**src/verilog/eic_pkg.sv**
```systemverilog
// Purpose: shared constants and types for the encoder input conditioning block
// Assumes: 16-bit register port, 16-bit position count
// Notes:   control register offsets are local choices
package eic_pkg;
    localparam int          ADDR_W           = 4;
    localparam int          DATA_W           = 16;
    localparam int          CNT_W            = 16;
    localparam logic [3:0]  ADDR_IO_CTRL     = 4'h0;
    localparam logic [3:0]  ADDR_MODE_CTRL   = 4'h1;
    localparam logic [3:0]  ADDR_STATUS      = 4'h2;
    localparam logic [15:0] IO_CTRL_RESET    = 16'h0000;
    localparam logic [15:0] IO_CTRL_WMASK    = 16'hfff0;
    localparam logic [15:0] MODE_CTRL_RESET  = 16'h0000;
    localparam logic [15:0] MODE_CTRL_WMASK  = 16'h0007;
    localparam int          FLT_DIV_W        = 7;
    localparam logic [1:0]  FLT_STABLE_COUNT = 2'h3;

    typedef enum logic [1:0] {
        EIC_MODE_QUAD    = 2'b00,
        EIC_MODE_EXT_UD  = 2'b01,
        EIC_MODE_EXT_GT  = 2'b10,
        EIC_MODE_TMR_GT  = 2'b11
    } eic_mode_t;

    typedef enum logic [1:0] {
        EIC_OUT_OFF      = 2'b00,
        EIC_OUT_GE_UPPER = 2'b01,
        EIC_OUT_LT_LOWER = 2'b10,
        EIC_OUT_OUTSIDE  = 2'b11
    } eic_out_t;

    // io control layout, bit 15 down to bit 0
    typedef struct packed {
        logic       index_capture_enable;
        logic       input_filter_enable;
        logic [2:0] filter_clock_divide;
        eic_out_t   compare_output_function;
        logic       phase_swap;
        logic       home_polarity;
        logic       index_polarity;
        logic       phase_b_polarity;
        logic       phase_a_polarity;
        logic [3:0] pin_state;
    } eic_io_ctrl_t;

    // home, index, phase b, phase a
    typedef struct packed {
        logic home;
        logic index;
        logic phase_b;
        logic phase_a;
    } eic_pins_t;
endpackage

```
**src/verilog/eic_filter.sv**
```systemverilog
// Purpose: digital noise filter for the four encoder inputs
// Assumes: inputs already synchronous to sys_clk
// Notes:   an input must hold for three divided ticks before it passes
`timescale 1ns/100ps
module eic_filter (
    input  wire logic              sys_clk,
    input  wire logic              rst,
    input  wire logic              enable,
    input  wire logic [2:0]        divide,
    input  wire eic_pkg::eic_pins_t pins_in,
    output eic_pkg::eic_pins_t     pins_out
);
    import eic_pkg::*;

    logic [FLT_DIV_W-1:0] div_reg, div_next;
    logic [FLT_DIV_W-1:0] div_limit;
    logic                 tick;

    always_comb begin
        div_limit = FLT_DIV_W'((8'h01 << divide) - 8'h01);
        // a shorter divide must not wait for the counter to wrap
        tick      = (div_reg >= div_limit);
        div_next  = tick ? '0 : div_reg + FLT_DIV_W'(1);
    end

    always_ff @(posedge sys_clk) begin
        if (rst) begin
            div_reg <= '0;
        end else begin
            div_reg <= div_next;
        end
    end

    eic_pins_t filt_reg;

    genvar i;
    generate
        for (i = 0; i < 4; i++) begin : g_bit
            logic [1:0] cnt_reg, cnt_next;
            logic       val_reg, val_next;
            always_comb begin
                cnt_next = cnt_reg;
                val_next = val_reg;
                if (pins_in[i] == val_reg) begin
                    cnt_next = '0;
                end else if (tick) begin
                    if (cnt_reg == FLT_STABLE_COUNT - 2'h1) begin
                        val_next = pins_in[i];
                        cnt_next = '0;
                    end else begin
                        cnt_next = cnt_reg + 2'h1;
                    end
                end
            end
            always_ff @(posedge sys_clk) begin
                if (rst) begin
                    cnt_reg <= '0;
                    val_reg <= 1'b0;
                end else begin
                    cnt_reg <= cnt_next;
                    val_reg <= val_next;
                end
            end
            assign filt_reg[i] = val_reg;
        end
    endgenerate

    // filter or bypass
    assign pins_out = enable ? filt_reg : pins_in;
endmodule

```
**src/verilog/eic_compare.sv**
```systemverilog
// Purpose: compare output from position count and two thresholds
// Assumes: unsigned count and thresholds
// Notes:   output registered, one cycle behind the count
`timescale 1ns/100ps
module eic_compare (
    input  wire logic                     sys_clk,
    input  wire logic                     rst,
    input  wire eic_pkg::eic_out_t        func,
    input  wire logic [eic_pkg::CNT_W-1:0] position_count,
    input  wire logic [eic_pkg::CNT_W-1:0] lower_compare_threshold,
    input  wire logic [eic_pkg::CNT_W-1:0] upper_compare_threshold,
    output logic                          compare_output_pin
);
    import eic_pkg::*;

    logic out_reg, out_next;

    // output function select
    always_comb begin
        case (func)
            EIC_OUT_OFF:      out_next = 1'b0;
            EIC_OUT_GE_UPPER: out_next = position_count >= upper_compare_threshold;
            EIC_OUT_LT_LOWER: out_next = position_count < lower_compare_threshold;
            EIC_OUT_OUTSIDE:  out_next = (position_count < lower_compare_threshold)
                                      || (position_count > upper_compare_threshold);
            default:          out_next = 1'b0;
        endcase
    end

    always_ff @(posedge sys_clk) begin
        if (rst) begin
            out_reg <= 1'b0;
        end else begin
            out_reg <= out_next;
        end
    end

    assign compare_output_pin = out_reg;
endmodule

```
**src/verilog/eic_top.sv**
```systemverilog
// Purpose: input conditioning and mode selection for a quadrature encoder
// Assumes: pins synchronous to sys_clk, single clock, synchronous reset
// Notes:   counter itself lives outside; this block hands it conditioned inputs
//
// Summary of operation
// gate enable lets gate pin control counting
// mode field picks one of four counting modes
// index rising edge captures count if enabled
// filter enable routes inputs through noise filter
// filter clock divided by two to the code
// compare output function against two thresholds
// swap bit exchanges phase A and B
// home polarity bit inverts home input
// polarity bits writable, pin bits read-only
// each polarity bit inverts its input
// pin status sampled, writes ignored there
//
// Local design decisions: the register addresses and strobed register access.
`timescale 1ns/100ps
module eic_top (
    input  wire logic                        sys_clk,
    input  wire logic                        rst,
    input  wire logic [eic_pkg::ADDR_W-1:0]  reg_addr,
    input  wire logic [eic_pkg::DATA_W-1:0]  reg_wdata,
    input  wire logic                        reg_wr,
    input  wire logic                        reg_rd,
    output logic      [eic_pkg::DATA_W-1:0]  reg_rdata,
    input  wire logic                        phase_a_input,
    input  wire logic                        phase_b_input,
    input  wire logic                        index_pin,
    input  wire logic                        home_pin,
    input  wire logic                        gate_pin,
    input  wire logic [eic_pkg::CNT_W-1:0]   position_count,
    input  wire logic [eic_pkg::CNT_W-1:0]   lower_compare_threshold,
    input  wire logic [eic_pkg::CNT_W-1:0]   upper_compare_threshold,
    output eic_pkg::eic_mode_t               counter_mode,
    output logic                             count_enable,
    output logic                             quad_a,
    output logic                             quad_b,
    output logic                             ext_clock,
    output logic                             ext_direction,
    output logic                             index_cond,
    output logic                             home_cond,
    output logic                             capture_strobe,
    output logic [eic_pkg::CNT_W-1:0]        capture_value,
    output logic                             compare_output_pin
);
    import eic_pkg::*;

    eic_io_ctrl_t        ctrl_reg, ctrl_next;
    logic [2:0]          mode_reg, mode_next;
    eic_pins_t           pin_reg, pin_next;
    logic [DATA_W-1:0]   rdata_reg, rdata_next;
    logic [CNT_W-1:0]    cap_reg, cap_next;
    logic                cap_stb_reg, cap_stb_next;
    logic                index_prev_reg, index_prev_next;
    eic_pins_t           pol_pins;
    eic_pins_t           filt_pins;
    logic                external_gate_enable;
    eic_mode_t           counter_mode_select;
    logic                index_rise;

    assign external_gate_enable = mode_reg[2];
    assign counter_mode_select  = eic_mode_t'(mode_reg[1:0]);

    // register port and pin sampling
    always_comb begin
        ctrl_next  = ctrl_reg;
        mode_next  = mode_reg;
        rdata_next = '0;
        // pins sampled each clock
        pin_next   = '{home: home_pin, index: index_pin,
                       phase_b: phase_b_input, phase_a: phase_a_input};
        if (reg_wr) begin
            case (reg_addr)
                // writable polarity and control bits only
                ADDR_IO_CTRL: ctrl_next = eic_io_ctrl_t'(
                    (reg_wdata & IO_CTRL_WMASK) | (ctrl_reg & ~IO_CTRL_WMASK));
                ADDR_MODE_CTRL: mode_next = 3'(reg_wdata & MODE_CTRL_WMASK);
                default: ;
            endcase
        end
        // status field tracks pins, not writes
        ctrl_next.pin_state = pin_reg;
        if (reg_rd) begin
            case (reg_addr)
                ADDR_IO_CTRL:   rdata_next = ctrl_reg;
                ADDR_MODE_CTRL: rdata_next = DATA_W'(mode_reg);
                ADDR_STATUS:    rdata_next = DATA_W'(cap_reg);
                default:        rdata_next = '0;
            endcase
        end
    end

    always_ff @(posedge sys_clk) begin
        if (rst) begin
            ctrl_reg  <= eic_io_ctrl_t'(IO_CTRL_RESET);
            mode_reg  <= 3'(MODE_CTRL_RESET);
            pin_reg   <= '0;
            rdata_reg <= '0;
        end else begin
            ctrl_reg  <= ctrl_next;
            mode_reg  <= mode_next;
            pin_reg   <= pin_next;
            rdata_reg <= rdata_next;
        end
    end

    assign reg_rdata = rdata_reg;

    // polarity before filtering
    // home inversion
    always_comb begin
        pol_pins.phase_a = pin_reg.phase_a ^ ctrl_reg.phase_a_polarity;
        pol_pins.phase_b = pin_reg.phase_b ^ ctrl_reg.phase_b_polarity;
        pol_pins.index   = pin_reg.index   ^ ctrl_reg.index_polarity;
        pol_pins.home    = pin_reg.home    ^ ctrl_reg.home_polarity;
    end

    // filter path
    // divide code feeds filter clock
    eic_filter u_filter (
        .sys_clk  (sys_clk),
        .rst      (rst),
        .enable   (ctrl_reg.input_filter_enable),
        .divide   (ctrl_reg.filter_clock_divide),
        .pins_in  (pol_pins),
        .pins_out (filt_pins)
    );

    // index edge capture
    always_comb begin
        index_prev_next    = filt_pins.index;
        index_rise         = filt_pins.index && !index_prev_reg;
        cap_next           = cap_reg;
        cap_stb_next       = 1'b0;
        if (index_rise && ctrl_reg.index_capture_enable) begin
            cap_next     = position_count;
            cap_stb_next = 1'b1;
        end
    end

    always_ff @(posedge sys_clk) begin
        if (rst) begin
            index_prev_reg    <= 1'b0;
            cap_reg           <= '0;
            cap_stb_reg       <= 1'b0;
        end else begin
            index_prev_reg    <= index_prev_next;
            cap_reg           <= cap_next;
            cap_stb_reg       <= cap_stb_next;
        end
    end

    assign capture_strobe = cap_stb_reg;
    assign capture_value  = cap_reg;

    // decoder-facing outputs; combinational, phases, index and home from filtered state, count enable from gate_pin when gate enable is set, else held high
    always_comb begin
        // phase swap
        quad_a = ctrl_reg.phase_swap ? filt_pins.phase_b : filt_pins.phase_a;
        quad_b = ctrl_reg.phase_swap ? filt_pins.phase_a : filt_pins.phase_b;
        index_cond    = filt_pins.index;
        home_cond     = filt_pins.home;
        counter_mode  = counter_mode_select;
        ext_clock     = 1'b0;
        ext_direction = 1'b0;
        // mode routing
        case (counter_mode_select)
            EIC_MODE_QUAD:   ext_clock = 1'b0;
            EIC_MODE_EXT_UD: begin
                ext_clock     = quad_a;
                ext_direction = quad_b;
            end
            EIC_MODE_EXT_GT: ext_clock = quad_a;
            EIC_MODE_TMR_GT: ext_clock = 1'b0;
            default:         ext_clock = 1'b0;
        endcase
        // gate pin only counts when enabled
        count_enable = external_gate_enable ? gate_pin : 1'b1;
    end

    eic_compare u_compare (
        .sys_clk                 (sys_clk),
        .rst                     (rst),
        .func                    (ctrl_reg.compare_output_function),
        .position_count          (position_count),
        .lower_compare_threshold (lower_compare_threshold),
        .upper_compare_threshold (upper_compare_threshold),
        .compare_output_pin      (compare_output_pin)
    );
endmodule

```
**config.mk**
```make
export PLATFORM = sky130hd
export DESIGN_NAME = eic_top
export DESIGN_NICKNAME = d
export VERILOG_FILES = /design/src/verilog/eic_pkg.sv /design/src/verilog/eic_filter.sv /design/src/verilog/eic_compare.sv /design/src/verilog/eic_top.sv
export SDC_FILE = /design/constraint.sdc
export NUM_CORES = 1
export LEC_CHECK = 0
export BUFFER_PORTS_ARGS = -buffer_cell sky130_fd_sc_hd__buf_2
export CORE_AREA = 2 2 80 139
export CTS_CLUSTER_SIZE = 16
export DETAILED_ROUTE_END_ITERATION = 8
export DIE_AREA = 0 0 82 141
export GPL_ROUTABILITY_DRIVEN = 0
export GPL_TIMING_DRIVEN = 0
export PLACE_DENSITY = 0.65
export SLEW_MARGIN = 20
export SYNTH_ARGS = -nofsm -noshare
export SYNTH_HDL_FRONTEND = slang
export SYNTH_SLANG_ARGS = --single-unit
```
**constraint.sdc**
```tcl
create_clock -name sys_clk -period 2.38 [get_ports sys_clk]
set_input_delay 0.238 -clock sys_clk [delete_from_list [all_inputs] [get_ports sys_clk]]
set_output_delay 0.238 -clock sys_clk [all_outputs]
set_load 0.02 [all_outputs]
```
==> flow_metrics.tcl, run 1 <==
set metrics [dict create \
    die_area_mm2 0.0116 \
    hold_viol_final 0 \
    r2r_cells 8 \
    track_usage 0.200 \
    via_per_inst 5.23 \
    worst_ep_required_time_ns 2.63 \
    grt_max_degree 13 \
    yosysWarnings 0 \
    design_area_mm2 0.00515 \
    critPathMaxFanout 6 \
    power_density_mw_per_mm2 578 \
    grt_remaining_overflow 0 \
    nets 711 \
    rows 50 \
    initial_core_util 0.387 \
    ff2ff_setup_slack_ns 0.10 \
    port_buffers 116 \
    avgSynthCellArea_um2 8.72 \
    min_period_ns 2.28 \
    drive_gt1_frac 0.257 \
    synth_top_area_frac 0.379 \
    ys_types 45 \
    io_pins 120 \
    clock_latency_ns 0.33 \
    ant_nets 0 \
    total_power_uw 2980 \
    coreArea_mm2 0.0105 \
    power_frac_comb 0.112 \
    worst_slew_pin_slew_ns 0.823 \
    grt_pass1_wl_um 17800 \
    dp_cells 713 \
    worstSetupPathType "reg2reg" \
    nFillCells 1030 \
    startpoint_type "register" \
    dp.final_hpwl_um 9210 \
    vias 3813 \
    critPathCapture "u_filter.g_bit[3].val_reg" \
    p_switching_uw 712 \
    netlist_instances 467 \
    final_util 0.490 \
    die_x_um 82 \
    dr.first_iter.drc_count 133 \
    slew_violations 0 \
    critPathArrivalTime_ns 2.52 \
    max_clock_freq_mhz 439 \
    netlist_top_cells_area "dfxtp_1 38%, ha_1 12%, mux2i_1 5.7%" \
    synth_ff_type "dfxtp_1" \
    critPathLaunch "ctrl_reg[11]" \
    critPathCaptureType "register" \
    clock_path_buffers 2 \
    async_flop_share 0 \
    drt_first_pass_iters 4 \
    fin_cells 729 \
    antenna_found_initial 0 \
    grt_pass1_vias 3875 \
    switching_share 0.239 \
    clock_sinks 77 \
    n_antenna_cell 0 \
    grt_setup_unrepaired "false" \
    synth_fp_nets 584 \
    reg2reg_from "ctrl_reg[11]" \
    seq_power_share 0.445 \
    p_leak_uw 0.00240 \
    status "completed" \
    wl_um 11200 \
    clock_skew_ns 0.00569 \
    slowest_stage "or3_1" \
    yosysSeqAreaShare 0.379 \
    critPathMaxStageDelay_ns 0.40 \
    clk_pin_slew_ns 0.06 \
    p_int_uw 2260 \
    period_share 0.957 \
    syn-cell-area_mm2 0.00407 \
    cap_violations 0 \
    hp-class "in2reg" \
    wl_per_cell_um 15.4 \
    place_area_mm2 0.00481 \
    hold_start "phase_b_input" \
    cts-root-buf "clkbuf_16" \
    ys_ff_latch 77 \
    relSlewSlack 0.447 \
    htree_levels 3 \
    ys_top_cells_by_count "77 x dfxtp_1, 52 x nor2_1, 44 x inv_1" \
    cts_tree "yes" \
    clkPwrFrac 0.444 \
    setup_viol 0 \
    cts_hold_buffers 0 \
    whs_ns 0.121 \
    drc 0 \
    die_y_um 141 \
    regToRegEndpoint "u_filter.g_bit[3].val_reg" \
    syn2layout_area_growth_pct 26.6 \
    synth_edf_count 0 \
    post-synth-top-area-cell "dfxtp_1" \
    path_cells "or3_1 > ha_1 > nand2b_1 > a211o_1 > a21oi_4 > o21ai_2 > buf_6 > a221oi_2" \
    cts_buffers 9 \
    peakVddDrop_v 0.000449 \
    yosysMostFrequentCell "dfxtp_1" \
]
cell usage in the layout, fill, tap and decap left out, drive strengths merged, types with 2 or more instances in the layout:
cell type and count:
nor2b 12, nor2 52, o2111ai 5, clkinv 3, a22oi 13, a2111oi 3
xor2 6, a21o 2, a221oi 4, mux2i 23, a21oi 37, inv 46
nor3 13, and3 2, a211o 2, o21ai 7, nand2b 7, xnor2 7
buf 123, nand2 26, clkbuf 29, nor4 2, nand4 3, and2 4
dfxtp 77, o211ai 12, nand3 20, a2111o 5, mux4 2, ha 40
through the flow:
step                TNS, ns  setup slack (ns)
floorplan                 0            0.0148
global placement      -1.81            -0.263
detailed placement    -1.97            -0.284
CTS                       0            0.0124
global route              0           0.00141
finish                    0             0.102
worst min-delay path by stage:
stage	endpoint	depth (start not counted)
detailed placement	capture_strobe	1
CTS	ctrl_next[1]	2
floorplan	ctrl_next[0]	1
global placement	capture_strobe	1
global route	ctrl_next[0]	2
finish	ctrl_next[1]	2
per-layer routing:
| layer | track usage | vias to the layer above | part of all wire |
|---|---|---|---|
| li1 | - | 1888 | - |
| met1 | 0.193 | 1795 | 0.34 |
| met2 | 0.384 | 101 | 0.58 |
| met3 | 0.0346 | 29 | 0.044 |
| met4 | 0.102 | 0 | 0.037 |
| met5 | 0 | - | 0 |
power by group through the flow:
stage          logic, µW  registers, µW  clock network, µW
2_1_floorplan        189           1350                  0
3_3_place_gp         316           1350                  0
3_5_place_dp         327           1350                  0
4_1_cts              331           1320               1330
5_1_grt              376           1330               1380
6_report             333           1320               1320
worst max-delay path: cells and delay by family, from the launching register on:
kind            cells  cell delay, ns
compound gates      4            0.83
simple gates        2            0.54
flops               1            0.36
fa+ha+maj           1            0.29
buf+inv             1            0.18
repair_timing:
item                                    in CTS  in global routing
pin swaps                                    1                  2
endpoints found under the setup margin      16                 17
gates resized for setup                      3                  9
gates cloned                                 0                  1
buffers inserted                             1                  0
layout make-up:
cell class,count,area (µm²),share of cell area
Clock inverter,4,48.8,0.00947
Clock buffer,12,236,0.0459
Timing Repair Buffer,118,593,0.115
Sequential cell,77,1540,0.299
Inverter,46,173,0.0335
Multi-Input combinational cell,320,2290,0.445
Buffer,22,104,0.0202
Tap cell,130,163,0.0316
cell families (layout without fill, tap and decap cells):
logic type | after synthesis | after routing | share of synthesized area
mux | 25 | 25 | 0.0676
fa+ha+maj | 40 | 40 | 0.123
flops | 77 | 77 | 0.379
xor+xnor | 13 | 13 | 0.0280
simple gates | 148 | 148 | 0.178
buf+inv | 70 | 202 | 0.0679
compound gates | 94 | 94 | 0.157
Note: power is estimated with default switching activity, not from simulation.
==> inputs of run 2 (changes only) <==
BUFFER_PORTS_ARGS = default   (was -buffer_cell sky130_fd_sc_hd__buf_2)
DONT_BUFFER_PORTS = 1   (was default)
PLACE_DENSITY = default   (was 0.65)
==> flow_metrics.tcl, run 2 (synthesis gave the netlist of run 1 again) <==
set metrics [dict create \
    status "completed" \
    startpoint_type "register" \
    worstSetupPathType "reg2reg" \
    relSlewSlack 0.464 \
    cts-root-buf "clkbuf_16" \
    slew_violations 0 \
    cp_top_family "simple AND/OR/NAND/NOR gates" \
    worst_slew_pin_slew_ns 0.797 \
    clk_pin_slew_ns 0.06 \
    critPathMaxFanout 6 \
    die_y_um 141 \
    dr.first_iter.drc_count 122 \
    dp_cells 597 \
    fin_cells 612 \
    min_period_ns 2.29 \
    p_leak_uw 0.00189 \
    period_share 0.963 \
    power_density_mw_per_mm2 642 \
    design_area_mm2 0.00459 \
    nFillCells 1038 \
    die_area_mm2 0.0116 \
    ant_nets 0 \
    critPathArrivalTime_ns 2.55 \
    max_clock_freq_mhz 436 \
    cap_violations 0 \
    final_cell_mix "74 x dfxtp_1, 52 x nor2_1, 44 x inv_1, 40 x ha_1, 36 x a21oi_1" \
    wl_um 10900 \
    setup_viol 0 \
    critPathMaxStageDelay_ns 0.37 \
    die_x_um 82 \
    setup_slack_ns 0.0877 \
    nets 594 \
    place_ws_ns -0.370 \
    cts_buffers 9 \
    r2r_cells 8 \
    drt_first_pass_iters 4 \
    cts_tree "yes" \
    grt_max_degree 14 \
    hp-class "in2reg" \
    clock_skew_ns 0.00478 \
    clock_path_buffers 2 \
    final_common_cell "dfxtp_1" \
    rows 50 \
    whs_path_depth 2 \
    grt_pass1_wl_um 16900 \
    port_buffers 0 \
    critPathCaptureType "register" \
    clock_latency_ns 0.33 \
    htree_levels 3 \
    via_per_inst 5.51 \
    slowest_stage "or3_1" \
    grt_remaining_overflow 0 \
    clock_sinks 77 \
    track_usage 0.195 \
    vias 3372 \
    path_cells "or3_1 > ha_1 > nand2b_1 > a211o_1 > a21oi_4 > o21ai_2 > clkdlybuf4s15_2 > nor3_1" \
    antenna_found_initial 0 \
    multiInputGateArea_mm2 0.00229 \
    peakVddDrop_v 0.000368 \
    worstSetupPathDepth 8 \
    seq_area_mm2 0.00155 \
    cts_hold_buffers 0 \
    syn2layout_area_growth_pct 12.8 \
    final_util 0.437 \
    worst_ep_required_time_ns 2.63 \
    io_pins 120 \
    initial_core_util 0.387 \
    wl_per_cell_um 17.8 \
    coreArea_mm2 0.0105 \
    dp.final_hpwl_um 8850 \
    hold_viol_final 0 \
    crit_buf_inv 1 \
    grt_pass1_vias 3320 \
    drive_gt1_frac 0.0852 \
    place_area_mm2 0.00423 \
    drc 0 \
]
-- run 2: cell count changes in the layout (fill, tap and decap cells not counted), moves of 2 or more --
| cell | change |
|---|---|
| buf_2 | -117 |
| clkbuf_1 | -4 |
| dfxtp_1 | -2 |
| dfxtp_2 | +2 |
-- run 2: per-layer routing --
| metal | track usage | share of wire | up-vias |
|---|---|---|---|
| li1 | - | - | 1652 |
| met1 | 0.191 | 0.35 | 1591 |
| met2 | 0.365 | 0.57 | 103 |
| met3 | 0.0487 | 0.047 | 26 |
| met4 | 0.0912 | 0.032 | 0 |
| met5 | 0 | 0 | - |
-- run 2: area by class of cell --
cell class / instances / area share
Multi-Input combinational cell: 320 / 0.499
Sequential cell: 77 / 0.337
Clock buffer: 10 / 0.0521
Inverter: 46 / 0.0376
Tap cell: 130 / 0.0354
Buffer: 21 / 0.0218
Clock inverter: 5 / 0.0131
Timing Repair Buffer: 2 / 0.00409
Antenna cell: 1 / 0.000545
-- run 2: path summary, 6_finish.rpt --
kind	slack [ns]	startpoint	end
worst max-delay path	0.09	ctrl_reg[11]	u_filter.div_reg[6]
worst min register to register	0.45	index_prev_reg	capture_strobe
worst min-delay path	0.04	reg_wdata[13]	ctrl_reg[13]
worst max register to register	0.09	ctrl_reg[11]	u_filter.div_reg[6]
-- run 2: power by group --
group          internal (µW)  switching [µW]
sequential              1310            17.9
clock                    838             535
combinational            101             150
-- run 2: per-stage QoR --
stage | TNS, ns | total power [µW] | hold WS, ns
floorplan | 0 | 1540 | 0.366
global placement | -2.41 | 1590 | 0.371
detailed placement | -3.15 | 1600 | 0.380
CTS | 0 | 2970 | 0.0394
global route | -0.0000753 | 3060 | 0.0428
finish | 0 | 2950 | 0.0402
-- run 2: what timing repair did --
| item | 4_1_cts | 5_1_grt |
|---|---|---|
| cloned | 1 | 0 |
| pin swaps | 2 | 1 |
| setup endpoints to repair | 19 | 23 |
| buffers inserted | 1 | 0 |
| resized for setup | 4 | 8 |
==> inputs of run 3 (changes only) <==
clock period = 2.8 ns   (was 2.38 ns; I/O delays follow)
==> flow_metrics.tcl, run 3 (synthesis gave the netlist of run 1 again) <==
set metrics [dict create \
    grt_remaining_overflow 0 \
    grt_pass1_vias 3296 \
    track_usage 0.194 \
    max_clock_freq_mhz 391 \
    path_cells "clkbuf_1 > or3_1 > ha_1 > nand2b_1 > a211o_1 > a21oi_4 > o21ai_1 > buf_2 > a221oi_1" \
    peakVddDrop_v 0.000302 \
    die_y_um 141 \
    hold_start "index_pin" \
    power_density_mw_per_mm2 549 \
    final_cell_mix "77 x dfxtp_1, 52 x nor2_1, 44 x inv_1, 40 x ha_1, 36 x a21oi_1" \
    clock_latency_ns 0.33 \
    crit_buf_inv 2 \
    wl_um 10900 \
    ant_nets 0 \
    rows 50 \
    drt_first_pass_iters 4 \
    dp_cells 597 \
    cap_violations 0 \
    regToRegEndpoint "u_filter.g_bit[3].val_reg" \
    r2r_cells 9 \
    use_met1 0.193 \
    relSlewSlack 0.378 \
    grt_pass1_wl_um 16800 \
    tns_ns 0 \
    hold_viol_final 0 \
    die_area_mm2 0.0116 \
    via_per_inst 5.49 \
    slew_violations 0 \
    clk_pin_slew_ns 0.06 \
    dr.first_iter.drc_count 139 \
    dp.final_hpwl_um 8850 \
    cts-root-buf "clkbuf_16" \
    status "completed" \
    nets 598 \
    drc 0 \
    critPathMaxFanout 10 \
    clock_skew_ns 0.00419 \
    hp-class "in2reg" \
    use_met2 0.364 \
    min_period_ns 2.56 \
    clock_path_buffers 2 \
    grt_setup_unrepaired "false" \
    cts_buffers 9 \
    cts_hold_buffers 0 \
    final_common_cell "dfxtp_1" \
    port_buffers 0 \
    vias 3376 \
    clock_sinks 77 \
    busiest_layer "met2" \
    worst_ep_required_time_ns 3.04 \
    critPathCaptureType "register" \
    ff2ff_setup_slack_ns 0.24 \
    setup_viol 0 \
    grt_max_degree 14 \
    htree_levels 3 \
    drive_gt1_frac 0.0701 \
    p_leak_uw 0.00189 \
    min_to "ctrl_next[2]" \
    fin_cells 615 \
    worst_slew_pin_slew_ns 0.931 \
    cts_tree "yes" \
    reg2reg_from "ctrl_reg[13]" \
    critPathArrivalTime_ns 2.80 \
    syn2layout_area_growth_pct 12.1 \
    worstSetupPathType "reg2reg" \
    slowest_stage "or3_1" \
    use_met3 0.0480 \
    startpoint_type "register" \
    io_pins 120 \
    critPathMaxStageDelay_ns 0.35 \
    antenna_found_initial 0 \
    cp_top_family "compound AO/OA/AOI/OAI gates" \
    whs_path_depth 1 \
    initial_core_util 0.387 \
    n_antenna_cell 0 \
    period_share 0.914 \
    coreArea_mm2 0.0105 \
    die_x_um 82 \
    wl_per_cell_um 17.7 \
]
## run 3: worst max path at each step
stage | slack [ns] | end | cells past startpoint | from
3_5_place_dp | 0.05 | u_filter.g_bit[3].val_reg | 9 | ctrl_reg[13]
6_report | 0.24 | u_filter.g_bit[3].val_reg | 9 | ctrl_reg[13]
4_1_cts | 0.04 | u_filter.g_bit[3].val_reg | 9 | ctrl_reg[13]
5_1_grt | 0.05 | u_filter.g_bit[3].val_reg | 9 | ctrl_reg[13]
2_1_floorplan | 0.43 | u_filter.g_bit[0].val_reg | 9 | ctrl_reg[13]
3_3_place_gp | 0.12 | u_filter.g_bit[0].val_reg | 9 | ctrl_reg[13]
## run 3: metrics by stage
stage	utilization	hold WS, ns	cell area, µm²	total power [µW]	setup WS [ns]
after global placement	0.403	0.413	4230	1350	0.122
after floorplan	-	0.390	4070	1310	0.435
final	0.434	0.0849	4560	2500	0.240
after global routing	0.434	0.0848	4560	2600	0.0510
after CTS	0.431	0.0814	4530	2520	0.0368
after detailed placement	0.403	0.422	4230	1360	0.0502
## run 3: per-layer routing
layer	up-vias	share of wire
met3	24	0.046
met5	-	0
li1	1655	-
met2	93	0.57
met4	0	0.031
met1	1604	0.35
## run 3: final cells by class
class,instances,area [µm²]
timing repair buffer,3,22.5
tap,130,163
clock buffer,10,239
sequential,77,1540
buffer,24,105
fill,1047,5950
inverter,46,173
clock inverter,5,60.1
multi-input combinational,320,2260
## run 3: what timing repair did
item / 4_1_cts / 5_1_grt
setup endpoints to repair: 0 / 8
setup buffers: 0 / 3
gates resized for setup: 0 / 3
## run 3: power by group
group          total (µW)  switching (µW)  internal [µW]
logic                 211             126           84.9
registers            1130            14.3           1110
clock network        1170             455            712
total                2500             595           1910
